==> config.mk <==
export PLATFORM = sky130hd
export DESIGN_NAME = sof_bank
export DESIGN_NICKNAME = d
export VERILOG_FILES = /design/src/rtl/sof_pkg.sv /design/src/rtl/sof_bank.sv
export VERILOG_INCLUDE_DIRS = /design/src /design/src/rtl
export SDC_FILE = /design/constraint.sdc
export NUM_CORES = 1
export LEC_CHECK = 0
export BUFFER_PORTS_ARGS = -buffer_cell sky130_fd_sc_hd__buf_2
export CORE_UTILIZATION = 51
export CTS_CLUSTER_DIAMETER = 200
export DETAILED_ROUTE_END_ITERATION = 6
export PLACE_DENSITY_LB_ADDON = 0.05
export SKIP_CTS_REPAIR_TIMING = 1
export SYNTH_ARGS = -nofsm -noshare
export SYNTH_HDL_FRONTEND = slang
export SYNTH_SLANG_ARGS = --single-unit
==> constraint.sdc <==
create_clock -name ref_clk -period 2.9 [get_ports ref_clk]
set_input_delay 0.29 -clock ref_clk [delete_from_list [all_inputs] [get_ports ref_clk]]
set_output_delay 0.29 -clock ref_clk [all_outputs]
set_load 0.1 [all_outputs]
==> src/rtl/sof_defs.svh <==
/*
  Offsets, field positions, reset values and counts of the system option and flag bank.
  Assumes inclusion by bare name from the package and the bank module.
*/
`ifndef SOF_DEFS_SVH
`define SOF_DEFS_SVH
// ----------------------------------------------------------------
// Register indices (byte address is four times the index)
// ----------------------------------------------------------------
`define SOF_IDX_P2CFG 8'h93
`define SOF_IDX_OPTION 8'h94
`define SOF_IDX_FLAGS 8'h95
`define SOF_IDX_WAKE 8'h96
`define SOF_IDX_CMD 8'h97
// ----------------------------------------------------------------
// Reset values
// ----------------------------------------------------------------
`define SOF_RST_P2CFG 8'h05
`define SOF_RST_OPTION 8'h00
`define SOF_RST_WAKE 8'h00
`define SOF_RST_PINS 8'hFF
// ----------------------------------------------------------------
// Field positions
// ----------------------------------------------------------------
`define SOF_FLG_LVD 7
`define SOF_FLG_TOUCH 5
`define SOF_FLG_CONV 4
`define SOF_FLG_P1 1
`define SOF_FLG_ST 0
`define SOF_CMD_WDT 1
`define SOF_CMD_PERMIT 0
// ----------------------------------------------------------------
// Command codes and counts
// ----------------------------------------------------------------
`define SOF_CMD_SWRESET 8'h56
`define SOF_CMD_FLASH 8'h65
`define SOF_ST_P0 16'h8000
`define SOF_ST_P1 16'h4000
`define SOF_ST_P2 16'h2000
`define SOF_ST_P3 16'h0080
`define SOF_DIV_0 5'h1F
`define SOF_DIV_1 5'h0F
`define SOF_DIV_2 5'h07
`define SOF_DIV_3 5'h03
`endif

==> src/rtl/sof_pkg.sv <==
/*
  Types shared by the option and flag bank.
  Assumes the constants header sits beside it.
*/
`default_nettype none
`include "sof_defs.svh"
package sof_pkg;
  // Write channel progress
  typedef enum logic [0:0] {SOF_W_IDLE, SOF_W_RESP} sof_wstate_type;
  // AXI response codes
  typedef enum logic [1:0] {SOF_OKAY = 2'b00, SOF_SLVERR = 2'b10} sof_resp_type;
endpackage : sof_pkg
`default_nettype wire

==> src/rtl/sof_bank.sv <==
/*
  System option and interrupt flag register bank behind an AXI4-Lite slave.
  Assumes all event inputs are synchronous one-cycle pulses or levels on ref_clk.
*/
`default_nettype none
`include "sof_defs.svh"
module sof_bank
  import sof_pkg::*;
(
  // Clock and reset
  input wire logic ref_clk,
  input wire logic rst_n,
  // AXI4-Lite write address and data
  input wire logic [11:0] s_axi_awaddr,
  input wire logic s_axi_awvalid,
  output logic s_axi_awready,
  input wire logic [31:0] s_axi_wdata,
  input wire logic [3:0] s_axi_wstrb,
  input wire logic s_axi_wvalid,
  output logic s_axi_wready,
  // AXI4-Lite write response
  output logic [1:0] s_axi_bresp,
  output logic s_axi_bvalid,
  input wire logic s_axi_bready,
  // AXI4-Lite read
  input wire logic [11:0] s_axi_araddr,
  input wire logic s_axi_arvalid,
  output logic s_axi_arready,
  output logic [31:0] s_axi_rdata,
  output logic [1:0] s_axi_rresp,
  output logic s_axi_rvalid,
  input wire logic s_axi_rready,
  // Hardware events
  input wire logic low_voltage_detect,
  input wire logic touch_end,
  input wire logic sysclk_fast_enough,
  input wire logic touch_start,
  input wire logic converter_end,
  input wire logic converter_start,
  input wire logic [7:0] port1_pins,
  input wire logic port1_isr_entry,
  input wire logic slow_timer_isr_entry,
  input wire logic slow_clock_tick,
  input wire logic watchdog_timeout,
  // Configuration outputs
  output logic [3:0] port2_drive_enable,
  output logic [1:0] pin1_mode_select,
  output logic [1:0] pin0_mode_select,
  output logic single_wire_serial,
  output logic touch_clock_auto_adjust,
  output logic [1:0] watchdog_period,
  output logic converter_clock_tick,
  output logic [7:0] port1_wake_enable,
  // Flag and command outputs
  output logic low_voltage_flag,
  output logic touch_done_flag,
  output logic converter_done_flag,
  output logic port1_change_flag,
  output logic slow_timer_flag,
  output logic soft_reset_pulse,
  output logic flash_write_permit
);

  // ----------------------------------------------------------------
  // Decode helpers
  // ----------------------------------------------------------------

  // Word hit on a register index; low address bits are ignored
  function automatic logic reg_hit(input logic [11:0] a, input logic [7:0] idx);
    reg_hit = (a[11:10] == 2'b00) && (a[9:2] == idx);
  endfunction : reg_hit

  // Any of the five registers
  function automatic logic any_hit(input logic [11:0] a);
    any_hit = reg_hit(a, `SOF_IDX_P2CFG) || reg_hit(a, `SOF_IDX_OPTION)
      || reg_hit(a, `SOF_IDX_FLAGS) || reg_hit(a, `SOF_IDX_WAKE)
      || reg_hit(a, `SOF_IDX_CMD);
  endfunction : any_hit

  // ----------------------------------------------------------------
  // State
  // ----------------------------------------------------------------
  sof_wstate_type wstate_reg; // Write channel state
  logic aw_held_reg; // Address captured
  logic w_held_reg; // Data captured
  logic [11:0] waddr_reg; // Captured write address
  logic [7:0] wdata_reg; // Captured low data byte
  logic wstrb_reg; // Low lane strobe
  logic [7:0] p2cfg_reg; // Port 2 pin configuration
  logic [7:0] option_reg; // System option
  logic [7:0] wake_reg; // Port 1 wake enables
  logic [3:0] flag_reg; // Touch, converter, port 1, slow timer
  logic lvd_reg; // Detector level as seen by software
  logic wdt_reg; // Watchdog timeout, read-only copy
  logic permit_reg; // Flash write permit
  logic soft_reset_command_reg; // Software reset pulse
  logic [7:0] pins_prev_reg; // Port 1 pins one cycle ago
  logic [15:0] st_cnt_reg; // Slow timer count
  logic [4:0] div_cnt_reg; // Converter clock divider
  logic conv_tick_reg; // Divided converter clock tick
  logic arready_reg;
  logic rvalid_reg;
  logic [31:0] rdata_reg;
  logic [1:0] rresp_reg;
  logic awready_reg;
  logic wready_reg;
  logic bvalid_reg;
  logic [1:0] bresp_reg;

  // ----------------------------------------------------------------
  // Combinational terms
  // ----------------------------------------------------------------
  logic wr_go; // Register write happens this cycle
  logic wr_p2cfg, wr_option, wr_flags, wr_wake, wr_cmd;
  logic [15:0] st_period; // Chosen slow timer period
  logic [4:0] div_last; // Last divider count
  logic st_wrap; // Slow timer completes a period
  logic p1_change; // Change seen on an enabled pin
  logic [3:0] set_ev; // Hardware set per flag
  logic [3:0] hw_clr; // Hardware clear per flag
  logic [3:0] sw_clr; // Software write clear per flag
  logic [7:0] flags_view; // Flag register as read

  assign wr_go = (wstate_reg == SOF_W_IDLE) && aw_held_reg && w_held_reg;
  assign wr_p2cfg = wr_go && wstrb_reg && reg_hit(waddr_reg, `SOF_IDX_P2CFG);
  assign wr_option = wr_go && wstrb_reg && reg_hit(waddr_reg, `SOF_IDX_OPTION);
  assign wr_flags = wr_go && wstrb_reg && reg_hit(waddr_reg, `SOF_IDX_FLAGS);
  assign wr_wake = wr_go && wstrb_reg && reg_hit(waddr_reg, `SOF_IDX_WAKE);
  assign wr_cmd = wr_go && wstrb_reg && reg_hit(waddr_reg, `SOF_IDX_CMD);

  // Slow timer period select
  always_comb
  begin
    case (option_reg[1:0])
      2'b00: st_period = `SOF_ST_P0;
      2'b01: st_period = `SOF_ST_P1;
      2'b10: st_period = `SOF_ST_P2;
      default: st_period = `SOF_ST_P3;
    endcase
  end

  // Converter clock ratio select
  always_comb
  begin
    case (option_reg[3:2])
      2'b00: div_last = `SOF_DIV_0;
      2'b01: div_last = `SOF_DIV_1;
      2'b10: div_last = `SOF_DIV_2;
      default: div_last = `SOF_DIV_3;
    endcase
  end

  // A shortened period mid-count wraps on the next slow clock tick rather than running to 64K
  assign st_wrap = slow_clock_tick && (st_cnt_reg >= st_period - 16'h0001);
  assign p1_change = |((pins_prev_reg ^ port1_pins) & wake_reg);

  // Per-flag set and clear sources, order touch, converter, port 1, timer
  assign set_ev = {touch_end && sysclk_fast_enough, converter_end, p1_change, st_wrap};
  assign hw_clr = {touch_start, converter_start, port1_isr_entry, slow_timer_isr_entry};
  assign sw_clr = {4{wr_flags}} & ~{wdata_reg[`SOF_FLG_TOUCH], wdata_reg[`SOF_FLG_CONV],
    wdata_reg[`SOF_FLG_P1], wdata_reg[`SOF_FLG_ST]};

  // Reserved flag bits read as zero
  always_comb
  begin
    flags_view = 8'h00;
    flags_view[`SOF_FLG_LVD] = lvd_reg;
    flags_view[`SOF_FLG_TOUCH] = flag_reg[3];
    flags_view[`SOF_FLG_CONV] = flag_reg[2];
    flags_view[`SOF_FLG_P1] = flag_reg[1];
    flags_view[`SOF_FLG_ST] = flag_reg[0];
  end

  // ----------------------------------------------------------------
  // AXI write channel
  // ----------------------------------------------------------------

  // Address and data are caught in either order, then written together
  always_ff @(posedge ref_clk or negedge rst_n)
  begin
    if (!rst_n)
    begin
      wstate_reg <= SOF_W_IDLE;
      aw_held_reg <= 1'b0;
      w_held_reg <= 1'b0;
      awready_reg <= 1'b0;
      wready_reg <= 1'b0;
      waddr_reg <= 12'h000;
      wdata_reg <= 8'h00;
      wstrb_reg <= 1'b0;
      bvalid_reg <= 1'b0;
      bresp_reg <= SOF_OKAY;
    end
    else
    begin
      case (wstate_reg)
        SOF_W_IDLE:
        begin
          // Address side
          if (s_axi_awvalid && awready_reg)
          begin
            aw_held_reg <= 1'b1;
            awready_reg <= 1'b0;
            waddr_reg <= s_axi_awaddr;
          end
          else if (!aw_held_reg)
          begin
            awready_reg <= 1'b1;
          end
          // Data side
          if (s_axi_wvalid && wready_reg)
          begin
            w_held_reg <= 1'b1;
            wready_reg <= 1'b0;
            wdata_reg <= s_axi_wdata[7:0];
            wstrb_reg <= s_axi_wstrb[0];
          end
          else if (!w_held_reg)
          begin
            wready_reg <= 1'b1;
          end
          // Both present: registers update now, answer next cycle
          if (wr_go)
          begin
            aw_held_reg <= 1'b0;
            w_held_reg <= 1'b0;
            bvalid_reg <= 1'b1;
            bresp_reg <= any_hit(waddr_reg) ? SOF_OKAY : SOF_SLVERR;
            wstate_reg <= SOF_W_RESP;
          end
        end
        SOF_W_RESP:
        begin
          if (s_axi_bready)
          begin
            bvalid_reg <= 1'b0;
            wstate_reg <= SOF_W_IDLE;
          end
        end
        default:
        begin
          wstate_reg <= SOF_W_IDLE;
        end
      endcase
    end
  end

  // ----------------------------------------------------------------
  // AXI read channel
  // ----------------------------------------------------------------

  // One read at a time; reads have no side effects
  always_ff @(posedge ref_clk or negedge rst_n)
  begin
    if (!rst_n)
    begin
      arready_reg <= 1'b0;
      rvalid_reg <= 1'b0;
      rdata_reg <= 32'h0000_0000;
      rresp_reg <= SOF_OKAY;
    end
    else if (s_axi_arvalid && arready_reg)
    begin
      arready_reg <= 1'b0;
      rvalid_reg <= 1'b1;
      rresp_reg <= any_hit(s_axi_araddr) ? SOF_OKAY : SOF_SLVERR;
      if (reg_hit(s_axi_araddr, `SOF_IDX_P2CFG))
        rdata_reg <= {24'h00_0000, p2cfg_reg};
      else if (reg_hit(s_axi_araddr, `SOF_IDX_OPTION))
        rdata_reg <= {24'h00_0000, option_reg};
      else if (reg_hit(s_axi_araddr, `SOF_IDX_FLAGS))
        rdata_reg <= {24'h00_0000, flags_view};
      else if (reg_hit(s_axi_araddr, `SOF_IDX_WAKE))
        rdata_reg <= {24'h00_0000, wake_reg};
      else if (reg_hit(s_axi_araddr, `SOF_IDX_CMD))
        rdata_reg <= {30'h0000_0000, wdt_reg, permit_reg};
      else
        rdata_reg <= 32'h0000_0000;
    end
    else if (rvalid_reg && s_axi_rready)
    begin
      rvalid_reg <= 1'b0;
      arready_reg <= 1'b1;
    end
    else if (!rvalid_reg)
    begin
      arready_reg <= 1'b1;
    end
  end

  // ----------------------------------------------------------------
  // Configuration registers
  // ----------------------------------------------------------------

  // Port 2 drive enables and pin modes; code 11 is stored as written
  always_ff @(posedge ref_clk or negedge rst_n)
  begin
    if (!rst_n)
      p2cfg_reg <= `SOF_RST_P2CFG;
    else if (wr_p2cfg)
      p2cfg_reg <= wdata_reg;
  end

  // System option
  always_ff @(posedge ref_clk or negedge rst_n)
  begin
    if (!rst_n)
      option_reg <= `SOF_RST_OPTION;
    else if (wr_option)
      option_reg <= wdata_reg;
  end

  // Port 1 wake enables
  always_ff @(posedge ref_clk or negedge rst_n)
  begin
    if (!rst_n)
      wake_reg <= `SOF_RST_WAKE;
    else if (wr_wake)
      wake_reg <= wdata_reg;
  end

  // ----------------------------------------------------------------
  // Flags
  // ----------------------------------------------------------------

  // Clearable flags: a set in the clearing cycle wins
  genvar g;
  generate
    for (g = 0; g < 4; g++)
    begin : g_flag
      always_ff @(posedge ref_clk or negedge rst_n)
      begin
        if (!rst_n)
          flag_reg[g] <= 1'b0;
        else if (set_ev[g])
          flag_reg[g] <= 1'b1;
        else if (hw_clr[g] || sw_clr[g])
          flag_reg[g] <= 1'b0;
      end
    end
  endgenerate

  // Detector level and watchdog timeout are read-only copies
  always_ff @(posedge ref_clk or negedge rst_n)
  begin
    if (!rst_n)
    begin
      lvd_reg <= 1'b0;
      wdt_reg <= 1'b0;
    end
    else
    begin
      lvd_reg <= low_voltage_detect;
      wdt_reg <= watchdog_timeout;
    end
  end

  // Previous pin levels; reset to the idle-high port value
  always_ff @(posedge ref_clk or negedge rst_n)
  begin
    if (!rst_n)
      pins_prev_reg <= `SOF_RST_PINS;
    else
      pins_prev_reg <= port1_pins;
  end

  // ----------------------------------------------------------------
  // Software command
  // ----------------------------------------------------------------

  // Reset code leaves the permit untouched; the pulse lasts one cycle
  always_ff @(posedge ref_clk or negedge rst_n)
  begin
    if (!rst_n)
    begin
      permit_reg <= 1'b0;
      soft_reset_command_reg <= 1'b0;
    end
    else
    begin
      soft_reset_command_reg <= wr_cmd && (wdata_reg == `SOF_CMD_SWRESET);
      if (wr_cmd && (wdata_reg != `SOF_CMD_SWRESET))
        permit_reg <= (wdata_reg == `SOF_CMD_FLASH);
    end
  end

  // ----------------------------------------------------------------
  // Slow timer and converter clock
  // ----------------------------------------------------------------

  // Counts slow clock ticks; flag sets on each wrap
  always_ff @(posedge ref_clk or negedge rst_n)
  begin
    if (!rst_n)
      st_cnt_reg <= 16'h0000;
    else if (st_wrap)
      st_cnt_reg <= 16'h0000;
    else if (slow_clock_tick)
      st_cnt_reg <= st_cnt_reg + 16'h0001;
  end

  // Converter clock as a one-cycle tick every 32, 16, 8 or 4 cycles
  always_ff @(posedge ref_clk or negedge rst_n)
  begin
    if (!rst_n)
    begin
      div_cnt_reg <= 5'h00;
      conv_tick_reg <= 1'b0;
    end
    else if (div_cnt_reg >= div_last)
    begin
      div_cnt_reg <= 5'h00;
      conv_tick_reg <= 1'b1;
    end
    else
    begin
      div_cnt_reg <= div_cnt_reg + 5'h01;
      conv_tick_reg <= 1'b0;
    end
  end

  // ----------------------------------------------------------------
  // Outputs
  // ----------------------------------------------------------------
  assign s_axi_awready = awready_reg;
  assign s_axi_wready = wready_reg;
  assign s_axi_bvalid = bvalid_reg;
  assign s_axi_bresp = bresp_reg;
  assign s_axi_arready = arready_reg;
  assign s_axi_rvalid = rvalid_reg;
  assign s_axi_rdata = rdata_reg;
  assign s_axi_rresp = rresp_reg;
  assign port2_drive_enable = p2cfg_reg[7:4];
  assign pin1_mode_select = p2cfg_reg[3:2];
  assign pin0_mode_select = p2cfg_reg[1:0];
  assign single_wire_serial = option_reg[7];
  assign touch_clock_auto_adjust = option_reg[6];
  assign watchdog_period = option_reg[5:4];
  assign converter_clock_tick = conv_tick_reg;
  assign port1_wake_enable = wake_reg;
  assign low_voltage_flag = lvd_reg;
  assign touch_done_flag = flag_reg[3];
  assign converter_done_flag = flag_reg[2];
  assign port1_change_flag = flag_reg[1];
  assign slow_timer_flag = flag_reg[0];
  assign soft_reset_pulse = soft_reset_command_reg;
  assign flash_write_permit = permit_reg;
endmodule : sof_bank
`default_nettype wire

# [Word level (Yosys, flattened, before mapping)]
# Cells that the tools add are included.
[totals] ff_bits=127 latch_bits=0 ramBits=0 rom_bits=0 input_bits=85 output_inout_bits=69 elab_cells=160 memories=0
[op_classes] addsub=3 n_mul=0 div=0 order_cmp=2 eq_ne=22 n_shift=0 n_mux=40 bitwise_logic=5 n_reduce_logical=59
[ops] operator="8-bit == test, second input constant" count=10
[ops] operator="16-bit one-hot mux with 3 select lines" count=1
[ops] operator="16-bit two-way mux" count=2
[ops] operator="8-bit two-way mux" count=4
[ops] operator="1-bit logical AND" count=26
[ops] operator="1-bit two-way mux" count=26
[ops] operator="16-bit by 1-bit adder with 16-bit output, second input constant" count=1
[ops] operator="8-bit by 7-bit == test with 1-bit output, second input constant" count=2
[ops] operator="16-bit >= comparator" count=1
[ops] operator="2-bit AND reduction" count=8
[ops] operator="2-bit nonzero test" count=8
[ops] operator="16-bit by 1-bit subtractor with 16-bit output, second input constant" count=1
[ops] operator="5-bit one-hot mux with 3 select lines" count=1
[ops] operator="1-bit logical OR" count=12
[ops] operator="8-bit AND" count=1
[ops] operator="2-bit logical NOT" count=4
[ops] operator="8-bit by 7-bit != test with 1-bit output, second input constant" count=1
[ops] operator="8-bit OR reduction" count=1
[ops] operator="8-bit bitwise XOR" count=1
[ops] operator="2-bit two-way mux" count=3
[ops] operator="5-bit by 1-bit adder with 5-bit output, second input constant" count=1
[ops] operator="5-bit >= comparator" count=1
[ops] operator="5-bit two-way mux" count=1
[ops] operator="4-bit AND" count=1
[ops] operator="other kinds (8)" count=13

# [Logic depth before layout (Yosys ltp)]
# Gate-level depths: netlist (run 1).
[depth] depth_word=9 depth_mapped=9

# [Worst setup path before layout (run 1)]
# OpenSTA, ideal clock, no wires.
[synth_timing] path_kind="reg2reg" start="register option_reg[1]" end="register flag_reg[0] (netlist: slow_timer_flag)" arrival_time_ns=2.007 path_slack_ns=0.771 stages_incl_launch_ff=9 n_path_buf=1 period_less_slack_ns=2.129 path_cell_list="dfrtp_1 > or2_2 > ha_1 > a21o_1 > a211oi_2 > o21ai_4 > and2_1 > buf_4 > nand2b_1"
[synth_between] elab_chain_len=6 word_cells_on_any_way=9 classes_between="add/sub: 1; order compare: 1; eq/ne: 2; mux: 2; reduce/logical: 3"
[synth_rtl] item="start, declared" line_no="sof_bank.sv:90" source="logic [7:0] option_reg;"
[synth_rtl] item="start signal, assigned" line_no="sof_bank.sv:308" source="option_reg <= `SOF_RST_OPTION;"
[synth_rtl] item="start signal, assigned" line_no="sof_bank.sv:310" source="option_reg <= wdata_reg;"
[synth_rtl] item="2-bit == test (tied with other cells)" line_no="sof_bank.sv:134" source="case (option_reg[1:0])"
[synth_rtl] item="16-bit one-hot mux with 3 select lines *" line_no="sof_bank.sv:134"
[synth_rtl] item="16-bit by 1-bit subtractor with 16-bit output *" line_no="sof_bank.sv:154" source="assign st_wrap = slow_clock_tick && (st_cnt_reg >= st_period - 16'h0001);"
[synth_rtl] item="16-bit >= comparator *" line_no="sof_bank.sv:154"
[synth_rtl] item="1-bit logical AND *" line_no="sof_bank.sv:154"
[synth_rtl] item="1-bit two-way mux or 2-bit nonzero test (tied branches)"
[synth_rtl] item="end signal, assigned by index" line_no="sof_bank.sv:334" source="flag_reg[g] <= 1'b0;"
[synth_rtl] item="end signal, assigned by index" line_no="sof_bank.sv:336" source="flag_reg[g] <= 1'b1;"
[synth_rtl] item="end signal, assigned by index" line_no="sof_bank.sv:338" source="flag_reg[g] <= 1'b0;"
[synth_rtl] item="end, declared" line_no="sof_bank.sv:92" source="logic [3:0] flag_reg;"
# Mark *: on every way between the ends. The rest lies on a longest branch, timed or not.
# A chain may end at the register's enable or synchronous reset.

# [Final worst setup path (run 1)]
[layout_timing] start="register option_reg[0]" end="register st_cnt_reg[8]"
[layout_between] elab_chain_len=6 word_cells_on_any_way=9 classes_between="add/sub: 1; order compare: 1; eq/ne: 2; mux: 2; reduce/logical: 3"
[layout_rtl] item="2-bit == test (tied with other cells)" line_no="sof_bank.sv:134"
[layout_rtl] item="16-bit one-hot mux with 3 select lines *" line_no="sof_bank.sv:134"
[layout_rtl] item="16-bit by 1-bit subtractor with 16-bit output *" line_no="sof_bank.sv:154"
[layout_rtl] item="16-bit >= comparator *" line_no="sof_bank.sv:154"
[layout_rtl] item="1-bit logical AND *" line_no="sof_bank.sv:154"
[layout_rtl] item="16-bit two-way mux or 2-bit nonzero test (tied branches)"
[layout_rtl] item="end signal, assigned" line_no="sof_bank.sv:399" source="st_cnt_reg <= st_cnt_reg + 16'h0001;"
[layout_rtl] item="end, declared" line_no="sof_bank.sv:98" source="logic [15:0] st_cnt_reg;"
# Marks and branches as above.

==> results by group, run 1 <==
Status
  – Outcome: finished with violations
  – Failing checks: design-rule violations

STA
  – Relative slew slack: ~55%
  – Skew final: between 0.015 and 0.02 ns
  – Final period util: 82.4%
  – RSZ-0062 raised after global routing: no
  – Setup TNS: 0 ns
  – Max-slew violation count: 0
  – Final setup viols: 0
  – Final hold vios: 0
  – Worst-Margin Slew: 0.670 ns
  – Fmax: between 400 and 500 MHz
  – Fin crit period: approximately 2.4 ns

Floorplanning
  – Initial core utilization: between 50% and 60%
  – Die area: 9700 µm²
  – Die Y: approximately 98 µm
  – Cell Rows: 34
  – Die X: between 90 and 100 µm
  – I/O Pins: ~150
  – Placeable Area: approximately 8800 µm²

Synthesis
  – Syn Area/Cell: approximately 11 µm²
  – Post-synthesis sequential area ratio: between 50% and 60%
  – Synth Instances: ~420
  – Area of the mapped netlist: 4750 µm²
  – Leading area contributor after synthesis: dfrtp_1
  – Synth unique cells: 57
  – Yosys reg bits: 99
  – Post-synth top cells: 89 x dfrtp_1, 42 x mux2_2, 32 x nor2_1, 30 x buf_4, 26 x nand2_1
  – Synth Warn #: 0
  – Number of synthesized flops with an enable pin: 0
  – Synth top area cells: dfrtp_1 47%, mux2_2 10%, dfstp_2 5.5%
  – Post-synth top flop: dfrtp_1
  – Asr flop ratio synth: 100%
  – Most instantiated library cell after synthesis: dfrtp_1
  – Share of Yosys cell area claimed by the top area cell type: 46.9%

Cells and area
  – Area of the multi-input gates: 2040 µm²
  – Share of cells above drive strength 1: between 30% and 40%
  – Max FFs per register: 16
  – Ant diodes: 0
  – # fillers: between 700 and 800
  – Nets: just over 600
  – FF/Latch Area: about 2500 µm²
  – Final core occ: roughly three fifths
  – Synthesis-to-layout area growth: 14.4%

Route
  – WL per Instance: 15.1 µm
  – DRT iter0 DRCs: 112
  – Via density: 5.27
  – Pre-Repair DR Iteration Count: 7
  – Post-DRT Antenna Nets: 0
  – Total number of vias: between 3,000 and 4,000
  – WL final: 9.42 mm
  – Drt drc: 12

Pwr
  – PwrDens: 773 nW/µm²
  – Net Sw Power: 1660 µW
  – Worst vdd ir: ~360 µV
  – Sw frac: slightly below 40%
  – Pint: between 2000 and 3000 µW
  – Gate power share: slightly above 30%
  – Pleak: 0.00264 µW
  – Part of the power in registers: approximately 48%
  – Clock power share: a little over a fifth

Setup path
  – Worst path buffer plus inverter count: 0
  – Worst path max stage delay: roughly 0.42 ns
  – R2R Setup Slk: 0.51 ns
  – Critical Path AT: 2.63 ns
  – Crit path cell chain: or2_2, ha_1, nand3_1, a221oi_1, o21ai_1, o21ai_4, and2_1, nor2_1
  – Endpoint class of the critical path: register
  – Cell family with most CP delay: simple AND/OR/NAND/NOR gates
  – Max Fanout on Critical Path: 10
  – Reg-to-reg endpoint: st_cnt_reg[8]
  – Critical path class: reg2reg
  – CP Launch Type: register
  – Critical-path top delay cell: dfrtp_1
  – Register-to-Register Path Depth: 8
  – CP required: 3.14 ns
  – Reg2reg start: option_reg[0]

Global routing
  – GRT Total Usage: just over 20%
  – Vias in the first global route: 3,267
  – Largest net degree at the start of global routing: slightly below 60
  – Initial antenna violation count: 0
  – First-pass GRT wire length: ~16 mm
  – Grt ovf: 0

CTS
  – Max clock buf depth: 2
  – H-tree level count: 3
  – Clk Latency, worst-skew pair: 0.36 ns
  – TritonCTS buffer count: 9
  – TritonCTS clock tree: yes
  – Clock net sink count: 99
  – Clock transition at path regs: 0.10 ns
  – CTS root buf: clkbuf_8

Placed design
  – IO buf count: 96
  – HPWL Detailed: between 7 and 8 mm
  – GP Congestion: slightly above 0.8

Run
  – Max-Cap Viols: 0

Min path
  – Min-Delay Path Depth: 1
  – Hold Path Sink: low_voltage_flag
  – Hold Crit Start: low_voltage_detect
  – Worst Hold Class: in2reg
## layout make-up
| class | count | area share [%] |
|---|---|---|
| clock buffer | 10 | 2.35 |
| multi-input combinational | 290 | 37.6 |
| timing repair buffer | 99 | 9.59 |
| tap | 108 | 2.49 |
| inverter | 13 | 0.899 |
| sequential | 99 | 45.9 |
| clock inverter | 6 | 1.20 |
## metrics by stage
step / cells / total power (µW) / instance area, µm² / worst slack [ns] / hold WS [ns]
finish: 625 / 4200 / 5430 / 0.511 / 0.0404
global route: 625 / 4420 / 5430 / 0.247 / 0.0256
CTS: 624 / 4240 / 5420 / 0.489 / -0.0777
detailed placement: 608 / 3370 / 5230 / 0.497 / 0.312
global placement: 608 / 3330 / 5230 / 0.540 / 0.310
floorplan: 441 / 3090 / 4840 / 0.771 / -0.00559
## power by group through the flow
stage,logic (µW),clock network [µW],registers [µW]
3_5_place_dp,1320,0,2050
2_1_floorplan,780,0,2310
5_1_grt,1420,941,2070
4_1_cts,1320,897,2020
6_report,1310,875,2020
3_3_place_gp,1290,0,2030
## how the worst max path moves through the flow
| stage | startpoint | end | slack [ns] | cells after the start |
|---|---|---|---|---|
| global placement | option_reg[0] | st_cnt_reg[10] | 0.54 | 8 |
| global route | option_reg[1] | st_cnt_reg[15] | 0.25 | 8 |
| finish | option_reg[0] | st_cnt_reg[8] | 0.51 | 8 |
| detailed placement | option_reg[0] | st_cnt_reg[8] | 0.50 | 8 |
| floorplan | option_reg[1] | slow_timer_flag | 0.77 | 8 |
| CTS | option_reg[0] | st_cnt_reg[8] | 0.49 | 8 |
## cell usage in the layout, fill, tap and decap left out, drive strengths merged, types with 6 or more instances in the layout
cell type  count
nor2b         10
a22oi         10
a21oi         11
nor2          33
buf           98
nand4          6
xor2          10
inv           14
mux2          42
nor3           9
nand2         26
conb          27
o21ai         15
dfstp         10
nand3          9
ha             8
clkbuf        10
nand2b         6
xnor2         10
dfrtp         89
## logic make-up after synthesis
logic type	count (synthesis)	synth area share [%]
buffers and inverters	52	6.48
muxes	44	10.6
other	2	0.158
DFF	99	52.5
AOI/OAI and AO/OA	64	9.52
and+or+nand+nor	127	14.9
xor gates and xnor gates	20	3.69
adders and majority gates	8	2.11
## per-layer routing
metal / wire length, µm / vias up / global-route usage (%)
li1: - / 1600 / -
met1: 4130 / 1594 / 26.2
met2: 4730 / 91 / 35.5
met3: 440 / 11 / 3.90
met4: 121 / 0 / 6.08
met5: 0 / - / 0
## worst register-to-register path, stage by stage (launching register included)
cell      delay [ns]
dfrtp_1         0.42
or2_2           0.31
ha_1            0.30
nand3_1         0.10
a221oi_1        0.22
o21ai_1         0.18
o21ai_4         0.26
and2_1          0.39
nor2_1          0.10
Power figures use the tool's default switching activity.
==> inputs of run 2 (changes only) <==
- ABC_AREA: not set -> 1
- CORE_UTILIZATION: 51 -> 47
- clock period: 2.9 -> 2.1 ns (I/O delays scaled with it)
==> results by group, run 2 <==
STA
  – Max-slew violation count: 0 (unchanged)
  – Fin worst setup slack: 0.201 ns (-0.311 ns)
  – RSZ-0062 raised after global routing: no
  – Fin crit period: 1.90 ns (-0.489 ns)
  – Final setup viols: 0 (unchanged)
  – Skew final: 0.0163 ns (+0.000698 ns)
  – Final period util: 90.4% (+8.1 points)
  – Fmax: 527 MHz (+26%)
  – Setup TNS: 0 ns (unchanged)
  – Final hold vios: 0 (unchanged)
  – Final hold slack: 0.0101 ns (-0.0303 ns)

Cells and area
  – Ant diodes: 0 (unchanged)
  – Final non-filler cell total: 842 (+35%)
  – Share of cells above drive strength 1: 24.2% (-10 points)
  – Max FFs per register: 16 (unchanged)
  – Synthesis-to-layout area growth: 17.6%
  – Commonest non-fill, non-tap cell in the layout: nand2_1
  – Nets: 794 (+31%)
  – Most frequent cells in the layout: 148 x nand2_1, 95 x buf_2, 89 x dfrtp_1

Global routing
  – Initial antenna violation count: 0 (unchanged)
  – GRT Total Usage: 20.7% (+0.23 points)
  – Vias in the first global route: 3,733 (+14%)
  – Largest net degree at the start of global routing: 49 (-17%)
  – First-pass GRT wire length: 17.8 mm (+14%)
  – Grt ovf: 0 (unchanged)

Route
  – WL final: 10.7 mm (+14%)
  – Drt drc: 0 (-12)
  – DRT iter0 DRCs: 136 (+21%)
  – Post-DRT Antenna Nets: 0 (unchanged)
  – WL per Instance: 12.7 µm (-16%)
  – Total number of vias: 4,056 (+23%)
  – Met1 Wirelength: 5.24 mm (+27%)
  – Highest routing layer actually used: met4
  – Pre-Repair DR Iteration Count: 4 (-3)
  – DR WL met3: 547 µm (+24%)
  – Met2 WL: 4.82 mm (+1.9%)
  – Via density: 4.82 (-8.7%)

Pwr
  – Worst vdd ir: 1020 µV (+180%)
  – Part of the power in registers: 44.7% (-3.3 points)
  – Pleak: 0.00305 µW (+15%)
  – Net Sw Power: 2450 µW (+48%)
  – Gate power share: 34.6% (+3.4 points)
  – Overall power: 5800 µW (+38%)
  – Sw frac: 42.3% (+2.7 points)
  – Clock power share: 20.7% (about the same)
  – PwrDens: 991 nW/µm² (+28%)
  – Pint: 3350 µW (+32%)

Placed design
  – IO buf count: 96 (unchanged)
  – # placed instances: 814 (+34%)
  – Pre-CTS setup slack: 0.115 ns (-0.382 ns)
  – HPWL Detailed: 8.12 mm (+16%)
  – GP Congestion: 0.821 (-0.95%)

Floorplanning
  – Die area: 11,000 µm² (+14%)
  – Initial core utilization: 48.5% (-5.2 points)
  – I/O Pins: 154 (unchanged)
  – Die X: 105 µm (+6.6%)
  – Placeable Area: 10,300 µm² (+16%)
  – Die Y: 105 µm (+6.6%)
  – Cell Rows: 37 (+8.8%)

Setup path
  – CP required: 2.36 ns (-0.78 ns)
  – Worst path buffer plus inverter count: 1 (+1)
  – R2R Setup Slk: 0.20 ns (-0.31 ns)
  – Max Fanout on Critical Path: 7 (-3)
  – Register-to-Register Path Depth: 11 (+3)
  – Cell family with most CP delay: simple AND/OR/NAND/NOR gates
  – Worst path max stage delay: 0.38 ns (-0.04 ns)
  – Endpoint class of the critical path: register
  – Critical path class: reg2reg
  – Reg-to-reg endpoint: st_cnt_reg[10]
  – Reg2reg start: option_reg[0]
  – Crit path cell chain: or2_2, ha_1, nand2_1, nor2_2, nand3_1, nor2_1, nand3_1, nand2_1, nand2_2, inv_4, nor2_1
  – Critical Path AT: 2.15 ns (-0.48 ns)
  – Critical-path top delay cell: dfrtp_1
  – CP Launch Type: register

Run
  – Max-Cap Viols: 0 (unchanged)

Min path
  – Worst Hold Class: in2reg
  – Hold Path Sink: s_axi_bvalid
  – Hold Crit Start: s_axi_bready
  – Min-Delay Path Depth: 2 (+1)

Synthesis
  – Yosys reg bits: 99 (unchanged)
  – Number of synthesized flops with an enable pin: 0 (unchanged)
  – Area of the mapped netlist: 4980 µm² (+4.9%)
  – Synth top area cells: dfrtp_1 45%, nand2_1 11%, dfstp_2 5.3%
  – Leading area contributor after synthesis: dfrtp_1
  – Synth Instances: 585 (+41%)
  – Post-synth top flop: dfrtp_1
  – Asr flop ratio synth: 100% (unchanged)
  – Synth unique cells: 36 (-37%)
  – Synth Warn #: 0 (unchanged)
  – Share of Yosys cell area claimed by the top area cell type: 44.7% (-2.2 points)
  – Post-synth top cells: 149 x nand2_1, 89 x dfrtp_1, 59 x nor2_1, 49 x inv_1, 41 x o21ai_0
  – Post-synthesis sequential area ratio: 50.0% (-2.5 points)
  – Most instantiated library cell after synthesis: nand2_1
  – Syn Area/Cell: 8.51 µm² (-25%)

CTS
  – TritonCTS clock tree: yes
  – CTS root buf: clkbuf_8
  – Clock transition at path regs: 0.09 ns (about the same)
  – Clock net sink count: 99 (unchanged)
  – TritonCTS buffer count: 9 (unchanged)
  – H-tree level count: 3 (unchanged)
  – Clk Latency, worst-skew pair: 0.37 ns (about the same)
  – Max clock buf depth: 2 (unchanged)

Status
  – Outcome: finished clean
## run 2: cell count changes in the layout (fill, tap and decap cells not counted), sizes merged, moves of 7 or more
cell,previous run,this run
nand4,6,13
nor2,33,60
inv,14,51
mux2,42,0
dlygate4sd3,1,11
nor2b,10,0
a22oi,10,0
or2,3,11
xnor2,10,3
o21ai,15,57
nand2,26,151
nand3,9,41
buf,98,107
## run 2: logic make-up (layout without fill, tap and decap cells)
group	count (synthesis)	count (layout)	synth area share [%]
XOR/XNOR	14	14	2.46
multiplexers	1	1	0.201
AND/OR/NAND/NOR	290	290	25.9
buffers and inverters	92	188	9.57
adder cells (fa/ha/maj)	8	8	2.01
other	2	27	0.151
AO/OA/AOI/OAI	79	79	9.75
flip-flops	99	99	50.0
## run 2: worst reg2reg max path, stage by stage, from the launching register on
cell and delay [ns]:
dfrtp_1 0.38, or2_2 0.29, ha_1 0.29, nand2_1 0.06
nor2_2 0.09, nand3_1 0.09, nor2_1 0.11, nand3_1 0.11
nand2_1 0.09, nand2_2 0.10, inv_4 0.12, nor2_1 0.05
## run 2: final cells by class
cell class	count	area (µm²)
Timing Repair Buffer	118	688
Fill cell	990	4420
Inverter	53	204
Tap cell	136	170
Timing Repair inverter	1	6.26
Clock inverter	5	53.8
Sequential cell	99	2490
Multi-Input combinational cell	419	2110
Clock buffer	11	131
## run 2: worst max-delay path by stage
stage                       start             end  slack (ns)  cells past startpoint
floorplan           s_axi_awready    waddr_reg[2]        0.08                      4
global placement    option_reg[0]   st_cnt_reg[1]        0.16                     11
detailed placement  option_reg[0]   st_cnt_reg[2]        0.11                     11
CTS                 option_reg[0]  st_cnt_reg[10]        0.09                     11
global route        option_reg[0]   st_cnt_reg[7]        0.03                     11
finish              option_reg[0]  st_cnt_reg[10]        0.20                     11
## run 2: metal layers
layer / vias up / track usage (%)
met1: 1860 / 29.6
met5: - / 0
met3: 8 / 5.74
li1: 2075 / -
met2: 113 / 31.2
met4: 0 / 4.93
## run 2: power groups by stage
stage / logic [µW] / registers [µW] / clock network [µW]
finish: 2010 / 2600 / 1200
global route: 2210 / 2640 / 1310
CTS: 2020 / 2600 / 1230
detailed placement: 2020 / 2620 / 0
global placement: 1980 / 2620 / 0
floorplan: 1130 / 3080 / 0
## run 2: through the flow
| stage | area [µm²] | util, % |
|---|---|---|
| 5_1_grt | 5860 | 57.0 |
| 4_1_cts | 5730 | 55.8 |
| 3_5_place_dp | 5550 | 54.0 |
| 2_1_floorplan | 5070 | - |
| 3_3_place_gp | 5550 | 54.0 |
| 6_report | 5860 | 57.0 |
